**src/rtl/dxs_pkg.sv**
```systemverilog
package dxs_pkg;
    // ************************************************************
    // debug register selection codes
    // ************************************************************
    localparam logic [4:0] DRC_EXT  = 5'h01;
    localparam logic [4:0] DRC_CFG2 = 5'h02;

    // ************************************************************
    // extended register fields
    // ************************************************************
    localparam int EXT_HALT_BIT   = 31;
    localparam int EXT_STOP_BIT   = 30;
    localparam int EXT_STAT_LSB   = 27;
    localparam int EXT_CLKSEL_BIT = 26;
    localparam int EXT_SEC_BIT    = 25;
    localparam int EXT_BGEN_BIT   = 24;
    localparam int EXT_SYNEN_BIT  = 2;
    localparam int EXT_SYNSEL_LSB = 0;
    localparam logic [2:0] ERASE_SEQ_USER_MASS = 3'h0;

    // ************************************************************
    // second configuration register fields
    // ************************************************************
    localparam int CFG2_STOPF_BIT = 31;
    localparam int CFG2_WDHR_BIT  = 29;
    localparam int CFG2_IOHR_BIT  = 28;
    localparam int CFG2_IAHR_BIT  = 27;
    localparam int CFG2_DRHR_BIT  = 25;
    localparam int CFG2_FRST_BIT  = 24;
    localparam int CFG2_FULLH_BIT = 23;
    localparam int CFG2_TST_LSB   = 21;
    localparam int CFG2_REV_LSB   = 16;
    localparam int CFG2_DIV16_BIT = 6;
    localparam logic [23:0] CFG2_LOW_WMASK = 24'h00005F;
    localparam logic [7:0]  CFG2_HIGH_WMASK = 8'h3A;

    // ************************************************************
    // sync timing
    // ************************************************************
    localparam int SYNC_BASE_CYCLES = 1024;
    localparam int SYNC_DIV_SHIFT   = 4;
    localparam int SYNC_CNT_W       = 15;

    typedef enum logic [1:0] {
        DXS_ERS_IDLE  = 2'b00,
        DXS_ERS_START = 2'b01,
        DXS_ERS_BUSY  = 2'b11
    } dxs_erase_st_t;
endpackage

```
**src/rtl/dxs_sync_timer.sv**
```systemverilog
`timescale 1ns/100ps
module dxs_sync_timer
    import dxs_pkg::*;
#(
    parameter int CNT_W = SYNC_CNT_W
) (
    input  wire logic       clk,
    input  wire logic       rst_n,
    input  wire logic       enable,
    input  wire logic [1:0] interval_sel,
    input  wire logic       div16,
    output logic            sync_pulse
);
    logic [CNT_W-1:0] count;
    logic [CNT_W-1:0] limit;

    // period = 2^(sel+1)*1024 >> 4*div16
    function automatic logic [CNT_W-1:0] period_of(input logic [1:0] sel, input logic d);
        logic [CNT_W:0] p;
        // shift amount kept 3 bits wide, sel 3 plus one must not wrap to zero
        p = (CNT_W+1)'(SYNC_BASE_CYCLES) << ({1'b0, sel} + 3'h1);
        if (d) begin
            p = p >> SYNC_DIV_SHIFT;
        end
        period_of = CNT_W'(p - 1'b1);
    endfunction

    assign limit = period_of(interval_sel, div16);

    always_ff @(posedge clk or negedge rst_n) begin
        if (!rst_n) begin
            count      <= '0;
            sync_pulse <= 1'b0;
        end else if (!enable) begin
            count      <= '0;
            sync_pulse <= 1'b0;
        end else if (count >= limit) begin
            count      <= '0;
            sync_pulse <= 1'b1;
        end else begin
            count      <= count + 1'b1;
            sync_pulse <= 1'b0;
        end
    end

    property p_sync_period;
        @(posedge clk) disable iff (!rst_n)
        (enable && !div16 && interval_sel == 2'b00 && sync_pulse) ##1
        (enable && !div16 && interval_sel == 2'b00) [*8] |-> !sync_pulse;
    endproperty
    a_sync_period: assert property (p_sync_period) else $error("sync too early");

    property p_no_sync_disabled;
        @(posedge clk) disable iff (!rst_n)
        !enable |=> !sync_pulse;
    endproperty
    a_no_sync_disabled: assert property (p_no_sync_disabled) else $error("sync while off");

    c_sync: cover property (@(posedge clk) disable iff (!rst_n) sync_pulse);
endmodule

```
**src/rtl/dxs_top.sv**
```systemverilog
`timescale 1ns/100ps
// Summary of operation
// 32-bit extended register, status byte always reachable
// byte commands touch bits 31..24, any mode
// generic read 32 bits, write 23..0
// privileged write updates bits 23..0 only
// code 0x01; supervisor write-only, channel read/write
// bits 31/30 report halted/stopped CPU
// bits 29..27 read command status
// host recovers overrun by resync, nop, reread; host model only rereads status, no resync or nop
// write 29..27 selects erase sequence
// bit 26 selects debug channel clock
// clock select loaded from pin at reset
// bit 25 reads security or erase busy
// writing one to bit 25 starts erase
// bit 24 enables background mode if unsecured
// reserved bits 23..3 read zero, no function
// sync period 2^(sel+1)*1024, optional /16
// enabled interval expiry issues pc sync
// sync forces fetch; trace marker plus address
// second register 32 bits, upper status byte
// second register access widths as first
// code 0x02; supervisor read-only, channel read/write
// halt-after-reset bits clear only on power-on
// divider option scales sync counts by 16
// sync counter restarts, clears when disabled
// read-only or out-of-range bits ignore writes
module dxs_top
    import dxs_pkg::*;
#(
    parameter logic [3:0] REVISION_CODE = 4'h1 // arbitrary value
) (
    input  wire logic        CLK,
    input  wire logic        RST_N,
    input  wire logic        POR_N,
    input  wire logic        BACKGROUND_PIN_LEVEL,
    input  wire logic        CH_VALID,
    input  wire logic        CH_WRITE,
    input  wire logic        CH_BYTE,
    input  wire logic [4:0]  CH_CODE,
    input  wire logic [31:0] CH_WDATA,
    output logic      [31:0] CH_RDATA,
    output logic             CH_RVALID,
    input  wire logic        SUP_WE,
    input  wire logic        SUP_RE,
    input  wire logic [4:0]  SUP_CODE,
    input  wire logic [31:0] SUP_WDATA,
    output logic      [31:0] SUP_RDATA,
    input  wire logic        CPU_HALTED,
    input  wire logic        CPU_STOPPED,
    input  wire logic [2:0]  CMD_STATUS,
    input  wire logic        FLASH_SECURED,
    input  wire logic        FLASH_ERASE_DONE,
    input  wire logic        TRACE_STOP,
    input  wire logic        TRACE_FULL_HALT,
    input  wire logic [1:0]  TRACE_STATE,
    input  wire logic        BRANCH_TARGET_3B,
    output logic             ERASE_START,
    output logic [2:0]       ERASE_SEQ,
    output logic             DEBUG_CLK_SYNC,
    output logic             BG_MODE_ACTIVE,
    output logic             PC_SYNC_CMD,
    output logic             PC_SYNC_3BYTE,
    output logic             FORCE_DEBUG_RESET,
    output logic [3:0]       HALT_AFTER_RESET,
    output logic [23:0]      CFG2_LOW
);
    // ************************************************************
    // write decode
    // ************************************************************
    logic          ch_ext_w;
    logic          ch_cfg2_w;
    logic          sup_ext_w;
    logic          clksel;
    logic          bg_en;
    logic [1:0]    sync_sel;
    logic          sync_en;
    logic          div16;
    logic [3:0]    halt_rst;
    logic          rst_prev;
    logic          sync_pulse;
    logic          erase_busy;
    dxs_erase_st_t erase_st;
    dxs_erase_st_t next_erase_st;
    logic          erase_req;
    logic [31:0]   ext_view;
    logic [31:0]   cfg2_view;

    // channel writes need byte or generic; supervisor only writes reg 0x01
    assign ch_ext_w  = CH_VALID && CH_WRITE && CH_CODE == DRC_EXT;
    assign ch_cfg2_w = CH_VALID && CH_WRITE && CH_CODE == DRC_CFG2;
    assign sup_ext_w = SUP_WE && SUP_CODE == DRC_EXT;
    assign erase_req = ch_ext_w && CH_BYTE && CH_WDATA[EXT_SEC_BIT];

    // ************************************************************
    // extended register: upper byte via byte command only
    // ************************************************************
    always_ff @(posedge CLK or negedge RST_N) begin
        if (!RST_N) begin
            bg_en <= 1'b0;
        end else if (ch_ext_w && CH_BYTE) begin
            bg_en <= CH_WDATA[EXT_BGEN_BIT];
        end
    end

    // strap capture after release, never in the async branch
    always_ff @(posedge CLK or negedge RST_N) begin
        if (!RST_N) begin
            rst_prev <= 1'b1;
            clksel   <= 1'b0;
        end else begin
            rst_prev <= 1'b0;
            if (rst_prev) begin
                clksel <= BACKGROUND_PIN_LEVEL;
            end else if (ch_ext_w && CH_BYTE) begin
                clksel <= CH_WDATA[EXT_CLKSEL_BIT];
            end
        end
    end

    // lower bits: generic channel write or supervisor write
    always_ff @(posedge CLK or negedge RST_N) begin
        if (!RST_N) begin
            sync_sel <= 2'h0;
            sync_en  <= 1'b0;
        end else if (ch_ext_w && !CH_BYTE) begin
            sync_sel <= CH_WDATA[EXT_SYNSEL_LSB +: 2];
            sync_en  <= CH_WDATA[EXT_SYNEN_BIT];
        end else if (sup_ext_w) begin
            sync_sel <= SUP_WDATA[EXT_SYNSEL_LSB +: 2];
            sync_en  <= SUP_WDATA[EXT_SYNEN_BIT];
        end
    end

    // ************************************************************
    // mass erase sequencing
    // ************************************************************
    always_comb begin
        next_erase_st = erase_st;
        case (erase_st)
            DXS_ERS_IDLE: begin
                // reserved sequence codes are ignored
                if (erase_req && CH_WDATA[EXT_STAT_LSB +: 3] == ERASE_SEQ_USER_MASS) begin
                    next_erase_st = DXS_ERS_START;
                end
            end
            DXS_ERS_START: begin
                next_erase_st = DXS_ERS_BUSY;
            end
            DXS_ERS_BUSY: begin
                if (FLASH_ERASE_DONE) begin
                    next_erase_st = DXS_ERS_IDLE;
                end
            end
            default: begin
                next_erase_st = DXS_ERS_IDLE;
            end
        endcase
    end

    always_ff @(posedge CLK or negedge RST_N) begin
        if (!RST_N) begin
            erase_st <= DXS_ERS_IDLE;
        end else begin
            erase_st <= next_erase_st;
        end
    end

    assign erase_busy = erase_st != DXS_ERS_IDLE;

    always_ff @(posedge CLK or negedge RST_N) begin
        if (!RST_N) begin
            ERASE_START <= 1'b0;
            ERASE_SEQ   <= ERASE_SEQ_USER_MASS;
        end else begin
            ERASE_START <= erase_st == DXS_ERS_IDLE && next_erase_st == DXS_ERS_START;
            if (erase_req) begin
                ERASE_SEQ <= CH_WDATA[EXT_STAT_LSB +: 3];
            end
        end
    end

    // ************************************************************
    // second configuration register
    // ************************************************************
    always_ff @(posedge CLK or negedge RST_N) begin
        if (!RST_N) begin
            CFG2_LOW <= 24'h000000;
        end else if (ch_cfg2_w && !CH_BYTE) begin
            CFG2_LOW <= CH_WDATA[23:0] & CFG2_LOW_WMASK;
        end
    end
    assign div16 = CFG2_LOW[CFG2_DIV16_BIT];

    // halt-after-reset bits survive every reset but power-on
    always_ff @(posedge CLK or negedge POR_N) begin
        if (!POR_N) begin
            halt_rst <= 4'h0;
        end else if (ch_cfg2_w && CH_BYTE && bg_en && !FLASH_SECURED) begin
            halt_rst <= {CH_WDATA[CFG2_WDHR_BIT], CH_WDATA[CFG2_IOHR_BIT],
                         CH_WDATA[CFG2_IAHR_BIT], CH_WDATA[CFG2_DRHR_BIT]};
        end
    end

    always_ff @(posedge CLK or negedge RST_N) begin
        if (!RST_N) begin
            FORCE_DEBUG_RESET <= 1'b0;
            HALT_AFTER_RESET  <= 4'h0;
        end else begin
            // reads back as zero; pulse only
            FORCE_DEBUG_RESET <= ch_cfg2_w && CH_BYTE && CH_WDATA[CFG2_FRST_BIT];
            HALT_AFTER_RESET  <= halt_rst;
        end
    end

    // ************************************************************
    // pc sync generation
    // ************************************************************
    dxs_sync_timer u_timer (
        .clk          (CLK),
        .rst_n        (RST_N),
        .enable       (sync_en),
        .interval_sel (sync_sel),
        .div16        (div16),
        .sync_pulse   (sync_pulse)
    );

    always_ff @(posedge CLK or negedge RST_N) begin
        if (!RST_N) begin
            PC_SYNC_CMD   <= 1'b0;
            PC_SYNC_3BYTE <= 1'b0;
        end else begin
            PC_SYNC_CMD   <= sync_pulse && sync_en;
            PC_SYNC_3BYTE <= BRANCH_TARGET_3B;
        end
    end

    // ************************************************************
    // read views and outputs
    // ************************************************************
    assign ext_view = {CPU_HALTED, CPU_STOPPED, CMD_STATUS, clksel,
                       erase_busy | FLASH_SECURED, bg_en,
                       21'h000000, sync_en, sync_sel};
    assign cfg2_view = {TRACE_STOP, 1'b0, halt_rst[3:1], 1'b0, halt_rst[0], 1'b0,
                        TRACE_FULL_HALT, TRACE_STATE, 1'b0, REVISION_CODE, CFG2_LOW[15:0]};

    always_ff @(posedge CLK or negedge RST_N) begin
        if (!RST_N) begin
            CH_RDATA  <= 32'h00000000;
            CH_RVALID <= 1'b0;
            SUP_RDATA <= 32'h00000000;
        end else begin
            CH_RVALID <= CH_VALID && !CH_WRITE;
            if (CH_VALID && !CH_WRITE) begin
                case (CH_CODE)
                    DRC_EXT:  CH_RDATA <= CH_BYTE ? {ext_view[31:24], 24'h000000} : ext_view;
                    DRC_CFG2: CH_RDATA <= CH_BYTE ? {cfg2_view[31:24], 24'h000000} : cfg2_view;
                    default:  CH_RDATA <= 32'h00000000;
                endcase
            end
            // supervisor cannot read the extended register
            SUP_RDATA <= (SUP_RE && SUP_CODE == DRC_CFG2) ? cfg2_view : 32'h00000000;
        end
    end

    always_ff @(posedge CLK or negedge RST_N) begin
        if (!RST_N) begin
            DEBUG_CLK_SYNC <= 1'b0;
            BG_MODE_ACTIVE <= 1'b0;
        end else begin
            DEBUG_CLK_SYNC <= clksel;
            BG_MODE_ACTIVE <= bg_en && !FLASH_SECURED;
        end
    end

    // ************************************************************
    // checks
    // ************************************************************
    property p_bg_secure;
        @(posedge CLK) disable iff (!RST_N)
        FLASH_SECURED |=> !BG_MODE_ACTIVE;
    endproperty
    a_bg_secure: assert property (p_bg_secure) else $error("bg active while secured");

    property p_sup_no_ext_read;
        @(posedge CLK) disable iff (!RST_N)
        SUP_RE && SUP_CODE == DRC_EXT |=> SUP_RDATA == 32'h00000000;
    endproperty
    a_sup_no_ext_read: assert property (p_sup_no_ext_read) else $error("sup read ext");

    property p_byte_read;
        @(posedge CLK) disable iff (!RST_N)
        CH_VALID && !CH_WRITE && CH_BYTE |=> CH_RVALID && CH_RDATA[23:0] == 24'h000000;
    endproperty
    a_byte_read: assert property (p_byte_read) else $error("byte read width");

    property p_sup_low_only;
        @(posedge CLK) disable iff (!RST_N)
        sup_ext_w && !ch_ext_w && !rst_prev |=> $stable(bg_en) && $stable(clksel);
    endproperty
    a_sup_low_only: assert property (p_sup_low_only) else $error("sup wrote upper");

    property p_generic_low_only;
        @(posedge CLK) disable iff (!RST_N)
        ch_ext_w && !CH_BYTE && !rst_prev |=> $stable(bg_en) && $stable(clksel);
    endproperty
    a_generic_low_only: assert property (p_generic_low_only) else $error("generic upper");

    property p_erase_busy;
        @(posedge CLK) disable iff (!RST_N)
        ERASE_START |-> erase_busy ##1 ext_view[EXT_SEC_BIT];
    endproperty
    a_erase_busy: assert property (p_erase_busy) else $error("busy not shown");

    property p_erase_start;
        @(posedge CLK) disable iff (!RST_N)
        erase_req && erase_st == DXS_ERS_IDLE
        && CH_WDATA[EXT_STAT_LSB +: 3] == ERASE_SEQ_USER_MASS
        |=> ERASE_START;
    endproperty
    a_erase_start: assert property (p_erase_start) else $error("erase not started");

    property p_status_map;
        @(posedge CLK) disable iff (!RST_N)
        CH_VALID && !CH_WRITE && CH_CODE == DRC_EXT
        |=> CH_RDATA[31:27] == $past({CPU_HALTED, CPU_STOPPED, CMD_STATUS});
    endproperty
    a_status_map: assert property (p_status_map) else $error("status map");

    property p_clksel_strap;
        @(posedge CLK) disable iff (!RST_N)
        rst_prev |=> clksel == $past(BACKGROUND_PIN_LEVEL);
    endproperty
    a_clksel_strap: assert property (p_clksel_strap) else $error("strap not loaded");

    property p_halt_locked;
        @(posedge CLK) disable iff (!RST_N)
        ch_cfg2_w && CH_BYTE && !(bg_en && !FLASH_SECURED) |=> $stable(halt_rst);
    endproperty
    a_halt_locked: assert property (p_halt_locked) else $error("halt bits unlocked");

    c_erase: cover property (@(posedge CLK) disable iff (!RST_N) ERASE_START);
    c_pcsync: cover property (@(posedge CLK) disable iff (!RST_N) PC_SYNC_CMD);
    // code is released with the request, so look one cycle back
    c_cfg2rd: cover property (@(posedge CLK) disable iff (!RST_N)
        CH_RVALID && $past(CH_CODE) == DRC_CFG2);
endmodule

```
**config.mk**
```make
export PLATFORM = sky130hd
export DESIGN_NAME = dxs_top
export DESIGN_NICKNAME = d
export VERILOG_FILES = /design/src/rtl/dxs_pkg.sv /design/src/rtl/dxs_sync_timer.sv /design/src/rtl/dxs_top.sv
export SDC_FILE = /design/constraint.sdc
export NUM_CORES = 1
export LEC_CHECK = 0
export ABC_AREA = 1
export BUFFER_PORTS_ARGS = -buffer_cell sky130_fd_sc_hd__buf_4
export CAP_MARGIN = 20
export CORE_AREA = 2 2 100 102
export CTS_CLUSTER_SIZE = 40
export DETAILED_ROUTE_END_ITERATION = 8
export DIE_AREA = 0 0 102 104
export HOLD_SLACK_MARGIN = 0.12
export PLACE_DENSITY = 0.85
export RECOVER_POWER = 50
export SYNTH_ARGS = -nofsm -noshare
export SYNTH_HDL_FRONTEND = slang
export SYNTH_SLANG_ARGS = --single-unit
export TNS_END_PERCENT = 10
```
**constraint.sdc**
```tcl
create_clock -name CLK -period 4 [get_ports CLK]
set_input_delay 0 -clock CLK [delete_from_list [all_inputs] [get_ports CLK]]
set_output_delay 0 -clock CLK [all_outputs]
set_load 0.05 [all_outputs]
```
==> Implementation_results.wiki, run 1 <==
{| class="wikitable"
! Metric !! Value
|-
| RSZ-0062 raised after global routing || no
|-
| Run status || finished, violations left
|-
| Worst Tran Pin Value || roughly 1.9 ns
|-
| Slowest cell delay on critical path || between 0.7 and 0.8 ns
|-
| Insertion delay of the later-clocked pin in the worst-skew pair || 0.36 ns
|-
| # hold bufs at CTS || 53
|-
| Final setup violation count || 0
|-
| Largest net degree at the start of global routing || 78
|-
| Count of input and output buffers || roughly 100
|-
| Worst setup skew after layout || a little over 0.009 ns
|-
| Synthesized flop and latch total || a little over 80
|-
| Critical Path Sink Type || flop
|-
| FILL cells || between 800 and 900
|-
| Global-route wire length before repair || ~17 mm
|-
| Deepest clock path buffer count || 2
|-
| Critical path's slowest cell || sky130_fd_sc_hd__clkbuf_1
|-
| TritonCTS clock tree || done
|-
| Fmax || 0.3767 GHz
|-
| Most common cell after layout, fill and taps aside || sky130_fd_sc_hd__nand2_1
|-
| Worst EP required || 4.24 ns
|-
| # Post-CTS Setup Buffers || 0
|-
| Post-DRT Antenna Nets || 0
|-
| Proportion of layout cells with a drive suffix above 1 || between 15 and 20%
|-
| Startpoint type of the worst setup path || input port
|-
| Chip Width || ~100 um
|-
| Chain of cells forming the critical path || dlygate4sd3_1 -> buf_4 -> nor2_2 -> clkbuf_1 -> inv_1 -> nand2_1 -> o21ai_0 -> dlygate4sd3_1
|-
| Number of flops mapped to enable cells by yosys || 0
|-
| Sum of overflow across all layers after global routing || 0
|-
| Post-route clock period utilization || 66.36%
|-
| Number of design-rule violations left by the first detailed-router iteration || 183
|-
| Worst Path Arrival || between 2 and 3 ns
|-
| Total DRC errors in the routed layout || 0
|-
| Yosys cell types || 45
|-
| Syn. warnings || 0
|-
| Post-DP HPWL || approximately 7 mm
|-
| DR pass1 iterations || 4
|-
| Final Hold Vio Count || 0
|-
| Dominant synthesized flop cell || sky130_fd_sc_hd__dfrtp_1
|-
| RD Place Congestion || approximately 0.8
|-
| Die Height || 104 um
|-
| Reported leakage power || approximately 2.7 nW
|-
| H-Tree Level Count || 3
|-
| Most used cells in the layout excluding fill and tap cells || 97 x sky130_fd_sc_hd__nand2_1, 80 x sky130_fd_sc_hd__dfrtp_1, 57 x sky130_fd_sc_hd__inv_1
|-
| Initial Util || roughly 44%
|-
| Power density of the placed cells || 360.3 nW/um^2
|-
| Via count of the first global-routing pass || roughly 3700
|-
| CP Max Fanout || 18
|-
| Area Overhead vs Synth || 28.56%
|-
| Cells resized by post-CTS repair || 0
|-
| Netlist area before placement || around 4200 sq um
|-
| Routed length per instance || roughly 13 um
|-
| TritonCTS sink count || slightly above 80
|-
| Final routed wirelength across all metal layers || 10.32 mm
|-
| Core region area || 9549 sq um
|-
| Cell count after synthesis || between 400 and 500
|-
| Crit path top cell by count || sky130_fd_sc_hd__dlygate4sd3_1
|-
| Total count of max-transition violations in the final report || 78
|-
| Final nets || about 730
|-
| Die Area || approximately 11000 sq um
|-
| Max-cap violations || 1
|-
| Clock slew at the register clock pins of the worst setup and hold paths || around 0.08 ns
|-
| Clock Root Buffer || sky130_fd_sc_hd__clkbuf_8
|-
| Mean cell area of the mapped netlist || 8.891 sq um
|-
| Final Critical Period || approximately 2.7 ns
|-
| Worst supply voltage drop on vdd || 0.0002214 V
|-
| Number of antenna violations at the first check in global routing || 0
|-
| Ports || around 200
|-
| Classification of the worst-slack hold path || input port to flop
|-
| Post-detailed-route via-to-cell ratio || approximately 4.6
|-
| Diodes inserted || 0
|-
| Headroom to the max-slew limit || -27.42%
|-
| Async S/R FF share, synth || 100.0%
|-
| Via total after detailed routing || approximately 3500
|-
| Category of the critical setup timing path || input port to flop
|-
| Share of the yosys chip area belonging to registers || 48.43%
|-
| Total Power Consumption || about 0.0019 W
|-
| Number of placement rows || 36
|-
| Failing checks || max-capacitance violations, max-slew violations
|-
| Cts bufs inserted || 9
|-
| Overall global routing resource usage || between 20% and 30%
|-
| Setup TNS after final layout || 0 ns
|}
## where the power goes
| part | internal, W | switching [W] |
|---|---|---|
| Clock | 0.000306 | 0.000308 |
| Combinational | 0.000125 | 0.000315 |
| Sequential | 0.000853 | 0.0000327 |
## sequential cells by signal, summed over array words and instances (netlist names), 2 cells and up
name	cells
sync_sel	2
SUP_RDATA	15
u_timer.count	15
ERASE_SEQ	3
halt_rst	4
HALT_AFTER_RESET	4
erase_st	2
CFG2_LOW	6
CH_RDATA	18
## worst max-delay path, delay by kind of cell
kind,cells,cell delay [ns]
AOI/OAI and AO/OA,1,0.09
buffers and inverters,5,2.53
and+or+nand+nor,2,0.27
## cells by family (layout without fill, tap and decap cells)
family                   after synthesis  after routing  synth area share [%]
AO/OA/AOI/OAI                         48             48                 6.663
XOR/XNOR                               8              8                 1.673
adder cells (fa/ha/maj)               11             11                 3.286
buffers and inverters                118            229                 15.72
flip-flops                            81             81                 48.43
other                                  2             52                0.1793
AND/OR/NAND/NOR                      203            203                 24.05
## area by class of cell
class / instances / area (sq um) / share of cell area, %
inverters: 61 / 229.0 / 4.253
clock inverters: 6 / 65.06 / 1.208
flip-flops and latches: 81 / 2028 / 37.67
clock buffers: 10 / 137.6 / 2.556
repair buffers: 152 / 1069 / 19.85
well taps: 133 / 166.4 / 3.091
multi-input cells: 322 / 1689 / 31.37
## synthesized netlist by cell type (2+ instances only)
cell                       instances  share of area, %
sky130_fd_sc_hd__nand2_1          97               8.7
sky130_fd_sc_hd__dfrtp_1          80                48
sky130_fd_sc_hd__inv_1            57               5.1
sky130_fd_sc_hd__buf_4            50               9.0
sky130_fd_sc_hd__nor2_1           46               4.1
sky130_fd_sc_hd__o21ai_0          21               2.5
sky130_fd_sc_hd__nand3_1          14               1.7
sky130_fd_sc_hd__nor2_2           14               2.1
sky130_fd_sc_hd__ha_1             11               3.3
sky130_fd_sc_hd__a21oi_1          10               1.2
sky130_fd_sc_hd__nand2_2           7               1.0
sky130_fd_sc_hd__xor2_1            6               1.3
sky130_fd_sc_hd__a31oi_1           5              0.75
sky130_fd_sc_hd__inv_2             4              0.36
sky130_fd_sc_hd__nand4_1           4              0.60
sky130_fd_sc_hd__nor2_4            4               1.1
sky130_fd_sc_hd__buf_2             3              0.36
sky130_fd_sc_hd__o21a_1            3              0.54
sky130_fd_sc_hd__clkbuf_1          2              0.18
sky130_fd_sc_hd__conb_1            2              0.18
sky130_fd_sc_hd__nand3_2           2              0.48
sky130_fd_sc_hd__nand3_4           2              0.84
sky130_fd_sc_hd__nand3b_1          2              0.36
sky130_fd_sc_hd__nor2_8            2              0.96
sky130_fd_sc_hd__nor3_2            2              0.48
sky130_fd_sc_hd__xnor2_1           2              0.42
## path summary, 6_finish.rpt
kind / start / to / slack [ns] / depth (start not counted)
setup / recovery: CH_WRITE / CH_RDATA[30]$_DFFE_PN0P_ / 1.35 / 8
hold / removal: SUP_CODE[1] / sync_en$_DFFE_PN0P_ / 0.14 / 5
setup reg to reg: sync_sel[0]$_DFFE_PN0P_ / u_timer.count[14]$_DFF_PN0_ / 1.41 / 12
hold reg to reg: clksel$_DFFE_PN0P_ / DEBUG_CLK_SYNC$_DFF_PN0_ / 0.43 / 0
max in group asynchronous: RST_N / u_timer.count[8]$_DFF_PN0_ / 2.15 / 2
min in group asynchronous: POR_N / halt_rst[3]$_DFFE_PN0P_ / 0.57 / 3
## metal layers
metal | routed length, um | track usage [%] | vias up
met2 | 5443 | 36.84 | 135
met5 | 0 | 0 | -
met4 | 184 | 6.381 | 0
met1 | 4021 | 22.34 | 1684
met3 | 674 | 5.040 | 19
li1 | - | - | 1675
## per-stage QoR
| stage | instance area (sq um) | hold slack, ns | std cells | utilization [%] | setup slack (ns) |
|---|---|---|---|---|---|
| after floorplan | 4375 | -0.2956 | 521 | - | 1.643 |
| after global placement | 4856 | -0.2039 | 696 | 50.85 | 1.580 |
| after detailed placement | 4856 | -0.2022 | 696 | 50.85 | 1.427 |
| after CTS | 5589 | 0.1391 | 765 | 58.53 | 1.407 |
| after global routing | 5384 | 0.1718 | 765 | 56.38 | 1.150 |
| final | 5384 | 0.1411 | 765 | 56.38 | 1.346 |
(Power assumes the default switching activity.)
==> run 2: changes to the inputs <==
==> constraint.sdc (replaced) <==
create_clock -name CLK -period 2.8 [get_ports CLK]
set_input_delay 0 -clock CLK [delete_from_list [all_inputs] [get_ports CLK]]
set_output_delay 0 -clock CLK [all_outputs]
set_load 0.05 [all_outputs]
==> run 2 against run 1 <==
The run still ends with max-capacitance violations, max-slew violations left. Sequential power is 44% higher. Via count is 0.11% higher. Clock power is 62% higher. Sequential share of layout area is 0.57 points lower. Routed wire length is 2.6% higher. Utilization is 0.94 points higher. First-iteration DRC count is 17% higher. Critical path depth is 4 higher. Critical path type is now flop to flop. Highest routed layer unchanged.
==> Implementation_results.wiki, run 2 (synthesized netlist as in run 1, its figures left out) <==
{| class="wikitable"
! Metric !! Value
|-
| Chip Width || 102 um (unchanged)
|-
| Registers with the most flip-flops || CH_RDATA: 18 flops, SUP_RDATA: 15 flops, u_timer.count: 15 flops
|-
| RD Place Congestion || 0.8233 (+0.77%)
|-
| Reported leakage power || 2.760 nW (+1.6%)
|-
| Most used cells in the layout excluding fill and tap cells || 97 x sky130_fd_sc_hd__nand2_1, 78 x sky130_fd_sc_hd__dfrtp_1, 57 x sky130_fd_sc_hd__inv_1
|-
| Final nets || 739 (+0.82%)
|-
| Cts bufs inserted || 9 (unchanged)
|-
| Hold path startpoint || SUP_CODE[1]
|-
| Proportion of layout cells with a drive suffix above 1 || 17.24% (+0.63 points)
|-
| Via count of the first global-routing pass || 3698 (+0.98%)
|-
| Largest net degree at the start of global routing || 78 (unchanged)
|-
| Via total after detailed routing || 3517 (+0.11%)
|-
| TritonCTS sink count || 81 (unchanged)
|-
| Failing checks || max-capacitance violations, max-slew violations
|-
| Insertion delay of the later-clocked pin in the worst-skew pair || 0.36 ns (about the same)
|-
| Initial Util || 43.85% (unchanged)
|-
| RSZ-0062 raised after global routing || no
|-
| Sum of overflow across all layers after global routing || 0 (unchanged)
|-
| H-Tree Level Count || 3 (unchanged)
|-
| Clock slew at the register clock pins of the worst setup and hold paths || 0.09 ns (about the same)
|-
| Power density of the placed cells || 529.9 nW/um^2 (+47%)
|-
| Flip-flop count of the largest register, all copies and words added || 18 (unchanged)
|-
| Number of design-rule violations left by the first detailed-router iteration || 214 (+17%)
|-
| Overall global routing resource usage || 20.64% (+0.54 points)
|-
| TritonCTS clock tree || done
|-
| Number of antenna violations at the first check in global routing || 0 (unchanged)
|-
| Most used routing layer in global routing || met2
|-
| Area Overhead vs Synth || 30.71%
|-
| Max-cap violations || 1 (unchanged)
|-
| Ports || 197 (unchanged)
|-
| Global-route met1 utilization || 23.89% (+1.5 points)
|-
| Headroom to the max-slew limit || -26.74% (+0.68 points)
|-
| Clock Root Buffer || sky130_fd_sc_hd__clkbuf_8
|-
| Worst EP required || 3.05 ns (-1.19 ns)
|-
| Total count of max-transition violations in the final report || 78 (unchanged)
|-
| Final Hold Vio Count || 0 (unchanged)
|-
| CP Max Fanout || 15 (-3)
|-
| Worst supply voltage drop on vdd || 0.0002976 V (+34%)
|-
| Die Height || 104 um (unchanged)
|-
| Post-DP HPWL || 7.220 mm (+0.79%)
|-
| Post-detailed-route via-to-cell ratio || 4.562 (-0.67%)
|-
| Post-DRT Antenna Nets || 0 (unchanged)
|-
| Final setup violation count || 0 (unchanged)
|-
| Category of the critical setup timing path || flop to flop
|-
| Die Area || 10610 sq um (unchanged)
|-
| Placed cell area || 4856 sq um (unchanged)
|-
| Count of input and output buffers || 98 (unchanged)
|-
| Startpoint type of the worst setup path || flop
|-
| Run status || finished, violations left
|-
| Grt met3 use || 4.368% (-0.67 points)
|-
| Sequential Area || 2031 sq um (+0.12%)
|-
| Critical Path Sink Type || flop
|-
| Post-route cell area || 5474 sq um (+1.7%)
|-
| Final routed wirelength across all metal layers || 10.60 mm (+2.6%)
|-
| Diodes inserted || 0 (unchanged)
|-
| FILL cells || 903 (+1.8%)
|-
| Worst reg2reg path startpoint || sync_sel[0]$_DFFE_PN0P_
|-
| Post-route clock period utilization || 91.40%
|-
| Routed length per instance || 13.74 um (+1.8%)
|-
| Setup slack of the worst register-to-register path || 0.24 ns (-1.17 ns)
|-
| Number of placement rows || 36 (unchanged)
|-
| Area of the multi-input gates || 1687 sq um (-0.15%)
|-
| Classification of the worst-slack hold path || input port to flop
|-
| Deepest clock path buffer count || 2 (unchanged)
|-
| Total DRC errors in the routed layout || 0 (unchanged)
|-
| DR pass1 iterations || 4 (unchanged)
|-
| Met2 Track Usage GR || 37.59% (+0.75 points)
|-
| Fmax || between 0.3 and 0.4 GHz
|-
| Worst Tran Pin Value || 1.901 ns (-0.01021 ns)
|-
| Global-route wire length before repair || 17.31 mm (+2.8%)
|-
| Worst Path Arrival || 2.81 ns (-0.09 ns)
|-
| Layout Utilization || 57.32% (+0.94 points)
|-
| Worst setup path startpoint || sync_sel[0]$_DFFE_PN0P_
|-
| Total Power Consumption || 0.002901 W (+50%)
|-
| Core region area || 9549 sq um (unchanged)
|-
| Most common cell after layout, fill and taps aside || sky130_fd_sc_hd__nand2_1
|-
| Setup TNS after final layout || 0 ns (unchanged)
|-
| Top register by number of flip-flops || CH_RDATA
|-
| Final Critical Period || roughly 2.6 ns
|-
| Worst setup skew after layout || 0.01079 ns (+0.001529 ns)
|}
[run 2: where the power goes]
part | internal (W) | switching [W]
sequential | 0.00122 | 0.0000481
combinational | 0.000186 | 0.000450
clock | 0.000556 | 0.000442
total | 0.00196 | 0.000940
[run 2: routing by layer]
layer	wire, um	vias to the layer above
met5	0	-
met1	4110	1697
met2	5666	123
met4	121	0
li1	-	1687
met3	696	10
[run 2: final cells by class]
type / count / share of cell area, %
sequential: 81 / 37.10
multi-input combinational: 322 / 30.81
timing repair buffer: 158 / 20.55
inverter: 61 / 4.183
tap: 133 / 3.040
clock buffer: 11 / 2.766
clock inverter: 5 / 1.554
[run 2: final timing paths]
kind,end,cells after the start
min in group asynchronous,halt_rst[0]$_DFFE_PN0P_,3
worst max register to register,u_timer.count[0]$_DFF_PN0_,12
worst max-delay path,u_timer.count[0]$_DFF_PN0_,12
worst min register to register,DEBUG_CLK_SYNC$_DFF_PN0_,0
max in group asynchronous,sync_sel[0]$_DFFE_PN0P_,2
worst min-delay path,sync_en$_DFFE_PN0P_,5
[run 2: through the flow]
step,setup WS [ns],hold slack (ns),instances
after CTS,0.07025,0.1255,768
after global placement,0.3812,-0.2041,696
after detailed placement,0.2644,-0.1999,696
final,0.2409,0.1438,771
after floorplan,0.4426,-0.2956,521
after global routing,0.02978,0.2175,771
[run 2: critical path, cell delays in order, from the launching register on]
cell and delay (ns):
sky130_fd_sc_hd__dfrtp_2 0.48, sky130_fd_sc_hd__nor2_1 0.16, sky130_fd_sc_hd__nand2_1 0.10, sky130_fd_sc_hd__ha_1 0.28, sky130_fd_sc_hd__o31a_1 0.32, sky130_fd_sc_hd__ha_1 0.29
sky130_fd_sc_hd__nand2_1 0.07, sky130_fd_sc_hd__nor2_1 0.16, sky130_fd_sc_hd__nand2_1 0.07, sky130_fd_sc_hd__nor2_1 0.12, sky130_fd_sc_hd__nand2_2 0.10, sky130_fd_sc_hd__nand3_4 0.23
sky130_fd_sc_hd__nor2_1 0.07
[run 2: what timing repair did]
item	in CTS	in global routing
endpoints found under the hold margin	123	2
setup buffers	0	3
resized for setup	0	2
hold buffers	56	1
endpoints found under the setup margin	0	18
==> run 3: changes to the inputs <==
--- a/config.mk
+++ b/config.mk
@@ -8,12 +8,13 @@
 export ABC_AREA = 1
 export BUFFER_PORTS_ARGS = -buffer_cell sky130_fd_sc_hd__buf_4
 export CAP_MARGIN = 20
-export CORE_AREA = 2 2 100 102
+export CORE_AREA = 2 2 126 128
+export CTS_CLUSTER_DIAMETER = 50
 export CTS_CLUSTER_SIZE = 40
 export DETAILED_ROUTE_END_ITERATION = 8
-export DIE_AREA = 0 0 102 104
+export DIE_AREA = 0 0 128 130
 export HOLD_SLACK_MARGIN = 0.12
-export PLACE_DENSITY = 0.85
+export PLACE_DENSITY = 0.61
 export RECOVER_POWER = 50
 export SYNTH_ARGS = -nofsm -noshare
 export SYNTH_HDL_FRONTEND = slang
==> run 3 against run 2 <==
The flow now finishes without violations. Register-to-register slack better by 0.12 ns. Power up 7.4%. Critical path type unchanged. Via count down 6.2%. Routed wire length down 7.5%. First-iteration DRC count down 39%.
==> Implementation_results.wiki, run 3 (synthesized netlist as in run 1, its figures left out) <==
{| class="wikitable"
! Metric !! Value
|-
| Run status || finished, final reports clean
|-
| Critical Path Sink Type || flop
|-
| Clock Root Buffer || sky130_fd_sc_hd__clkbuf_16
|-
| Max-cap violations || 0 (-1)
|-
| Core region area || 15420 sq um (+62%)
|-
| Top register by number of flip-flops || CH_RDATA
|-
| Number of placement rows || 46 (+28%)
|-
| Post-DP HPWL || 7.080 mm (-1.9%)
|-
| Worst EP required || 3.06 ns (about the same)
|-
| Number of design-rule violations left by the first detailed-router iteration || 131 (-39%)
|-
| Headroom to the max-slew limit || 35.01% (+62 points)
|-
| Largest net degree at the start of global routing || 78 (unchanged)
|-
| Count of placed standard cells in the final layout, fillers left out || 823 (+6.7%)
|-
| Category of the critical setup timing path || flop to flop
|-
| CP Max Fanout || 15 (unchanged)
|-
| Routed length per instance || 11.91 um (-13%)
|-
| Final nets || 732 (-0.95%)
|-
| Worst supply voltage drop on vdd || 0.0002813 V (-5.5%)
|-
| Sum of overflow across all layers after global routing || 0 (unchanged)
|-
| Worst setup skew after layout || 0.004887 ns (-0.005899 ns)
|-
| Switching part of the total power || 31.64% (-0.75 points)
|-
| RD Place Congestion || 0.7744 (-5.9%)
|-
| Setup slack of the worst register-to-register path || 0.36 ns (+0.12 ns)
|-
| Final routed wirelength across all metal layers || 9.798 mm (-7.5%)
|-
| Die Height || 130 um (+25%)
|-
| Count of input and output buffers || 98 (unchanged)
|-
| Power Internal || 0.002130 W (+8.6%)
|-
| Classification of the worst-slack hold path || input port to flop
|-
| Placed cell area || 4945 sq um (+1.8%)
|-
| Most used cells in the layout excluding fill and tap cells || 97 x sky130_fd_sc_hd__nand2_1, 80 x sky130_fd_sc_hd__dfrtp_1, 57 x sky130_fd_sc_hd__inv_1
|-
| Proportion of layout cells with a drive suffix above 1 || 16.96% (-0.28 points)
|-
| TritonCTS clock tree || done
|-
| Global-route wire length before repair || 15.05 mm (-13%)
|-
| Via count of the first global-routing pass || 2990 (-19%)
|-
| Sequential power share || 40.3% (-3.4 points)
|-
| RSZ-0062 raised after global routing || no
|-
| Clock power share || 39.3% (+4.9 points)
|-
| Most common cell after layout, fill and taps aside || sky130_fd_sc_hd__nand2_1
|-
| Flip-flop count of the largest register, all copies and words added || 18 (unchanged)
|-
| Via total after detailed routing || 3298 (-6.2%)
|-
| Post-route cell area || 5549 sq um (+1.4%)
|-
| Switching power || 0.0009861 W (+4.9%)
|-
| TritonCTS sink count || 81 (unchanged)
|-
| DR pass1 iterations || 4 (unchanged)
|-
| Diodes inserted || 0 (unchanged)
|-
| Die Area || 16640 sq um (+57%)
|-
| Worst Tran Pin Value || 0.9748 ns (-0.9263 ns)
|-
| Final Hold Vio Count || 0 (unchanged)
|-
| Final Critical Period || 2.441 ns (-0.1178 ns)
|-
| Registers with the most flip-flops || CH_RDATA: 18 flops, SUP_RDATA: 15 flops, u_timer.count: 15 flops
|-
| Startpoint type of the worst setup path || flop
|-
| Total count of max-transition violations in the final report || 0 (-100%)
|-
| Post-DRT Antenna Nets || 0 (unchanged)
|-
| Deepest clock path buffer count || 2 (unchanged)
|-
| Post-route clock period utilization || 87.19% (-4.2 points)
|-
| Fmax || 0.4096 GHz (+4.8%)
|-
| Worst Path Arrival || 2.71 ns (-0.10 ns)
|-
| Cells resized by post-CTS repair || 0 (unchanged)
|-
| Reported leakage power || 2.768 nW (+0.28%)
|-
| Ports || 197 (unchanged)
|-
| Cell count after placement || 757 (+8.8%)
|-
| FILL cells || 1619 (+79%)
|-
| Setup TNS after final layout || 0 ns (unchanged)
|-
| Number of antenna violations at the first check in global routing || 0 (unchanged)
|-
| Initial Util || 27.15% (-17 points)
|-
| Insertion delay of the later-clocked pin in the worst-skew pair || 0.34 ns (-0.02 ns)
|-
| Overall global routing resource usage || 11.81% (-8.8 points)
|-
| Final setup violation count || 0 (unchanged)
|-
| Area Overhead vs Synth || 32.51%
|-
| H-Tree Level Count || 3 (unchanged)
|-
| Post-detailed-route via-to-cell ratio || 4.007 (-12%)
|-
| Power density of the placed cells || 561.5 nW/um^2 (+6.0%)
|-
| Clock slew at the register clock pins of the worst setup and hold paths || 0.06 ns (-0.03 ns)
|-
| Total DRC errors in the routed layout || 0 (unchanged)
|-
| Combinational share of power || 20.4% (-1.5 points)
|-
| Chip Width || 128 um (+25%)
|-
| Cts bufs inserted || 9 (unchanged)
|}
==> run 3: cell types whose count changed in the layout (fill, tap and decap cells not counted), moves of 2 or more <==
| cell | before | now |
|---|---|---|
| sky130_fd_sc_hd__dlygate4sd3_1 | 56 | 49 |
| sky130_fd_sc_hd__clkbuf_1 | 53 | 55 |
| sky130_fd_sc_hd__dfrtp_1 | 78 | 80 |
| sky130_fd_sc_hd__clkbuf_8 | 11 | 1 |
| sky130_fd_sc_hd__buf_4 | 45 | 43 |
| sky130_fd_sc_hd__clkbuf_16 | 0 | 9 |
| sky130_fd_sc_hd__dfrtp_2 | 2 | 0 |
| sky130_fd_sc_hd__clkinv_4 | 1 | 3 |
==> run 3: worst paths after layout <==
path | end | cells past startpoint | from
max | u_timer.count[3]$_DFF_PN0_ | 12 | sync_sel[1]$_DFFE_PN0P_
max reg2reg | u_timer.count[3]$_DFF_PN0_ | 12 | sync_sel[1]$_DFFE_PN0P_
min reg2reg | DEBUG_CLK_SYNC$_DFF_PN0_ | 0 | clksel$_DFFE_PN0P_
min | CH_RDATA[25]$_DFFE_PN0P_ | 6 | CH_CODE[4]
max in group asynchronous | CFG2_LOW[4]$_DFFE_PN0P_ | 4 | RST_N
min in group asynchronous | PC_SYNC_CMD$_DFF_PN0_ | 3 | RST_N
==> run 3: layer usage <==
| layer | global-route usage, % | part of all wire, % |
|---|---|---|
| met5 | 0 | 0 |
| met4 | 5.430 | 2.3 |
| met3 | 2.788 | 4.5 |
| met2 | 18.65 | 47 |
| met1 | 15.47 | 46 |
==> run 3: per-stage QoR <==
step	total power, W	hold WS, ns	util (%)	setup slack (ns)
after global routing	0.003260	0.1650	35.98	0.09816
final	0.003116	0.1316	35.98	0.3587
after floorplan	0.001770	-0.2956	-	0.4426
after global placement	0.001875	-0.2006	32.06	0.3978
after detailed placement	0.001881	-0.2001	32.06	0.3651
after CTS	0.003171	0.1293	37.20	0.3457
==> run 3: cell type report <==
type | instances | area (sq um) | area share [%]
sequential | 81 | 2028 | 36.55
clock buffer | 10 | 239.0 | 4.307
inverter | 61 | 229.0 | 4.126
tap | 192 | 240.2 | 4.329
clock inverter | 6 | 73.82 | 1.330
multi-input combinational | 322 | 1689 | 30.44
timing repair buffer | 151 | 1050 | 18.92
==> run 3: critical path: stages, from the launching register on <==
cell and delay, ns:
sky130_fd_sc_hd__dfrtp_1 0.38, sky130_fd_sc_hd__nor2_1 0.15, sky130_fd_sc_hd__nand2_1 0.10, sky130_fd_sc_hd__ha_1 0.28
sky130_fd_sc_hd__o31a_1 0.32, sky130_fd_sc_hd__ha_1 0.29, sky130_fd_sc_hd__nand2_1 0.09, sky130_fd_sc_hd__inv_1 0.04
sky130_fd_sc_hd__nand2_1 0.05, sky130_fd_sc_hd__a21oi_1 0.07, sky130_fd_sc_hd__nor2_2 0.18, sky130_fd_sc_hd__nand3_4 0.24
sky130_fd_sc_hd__nor2_1 0.16
==> run 3: what timing repair did <==
action,4_1_cts,5_1_grt
hold endpoints to repair,122,5
setup buffers,0,0
hold buffers,48,1
==> run 3: power by group through the flow <==
stage	logic (W)	clock network, W	registers, W
after global routing	0.000692	0.00131	0.00126
after detailed placement	0.000604	0	0.00128
after floorplan	0.000412	0	0.00136
after global placement	0.000599	0	0.00128
after CTS	0.000663	0.00125	0.00126
final	0.000635	0.00123	0.00125
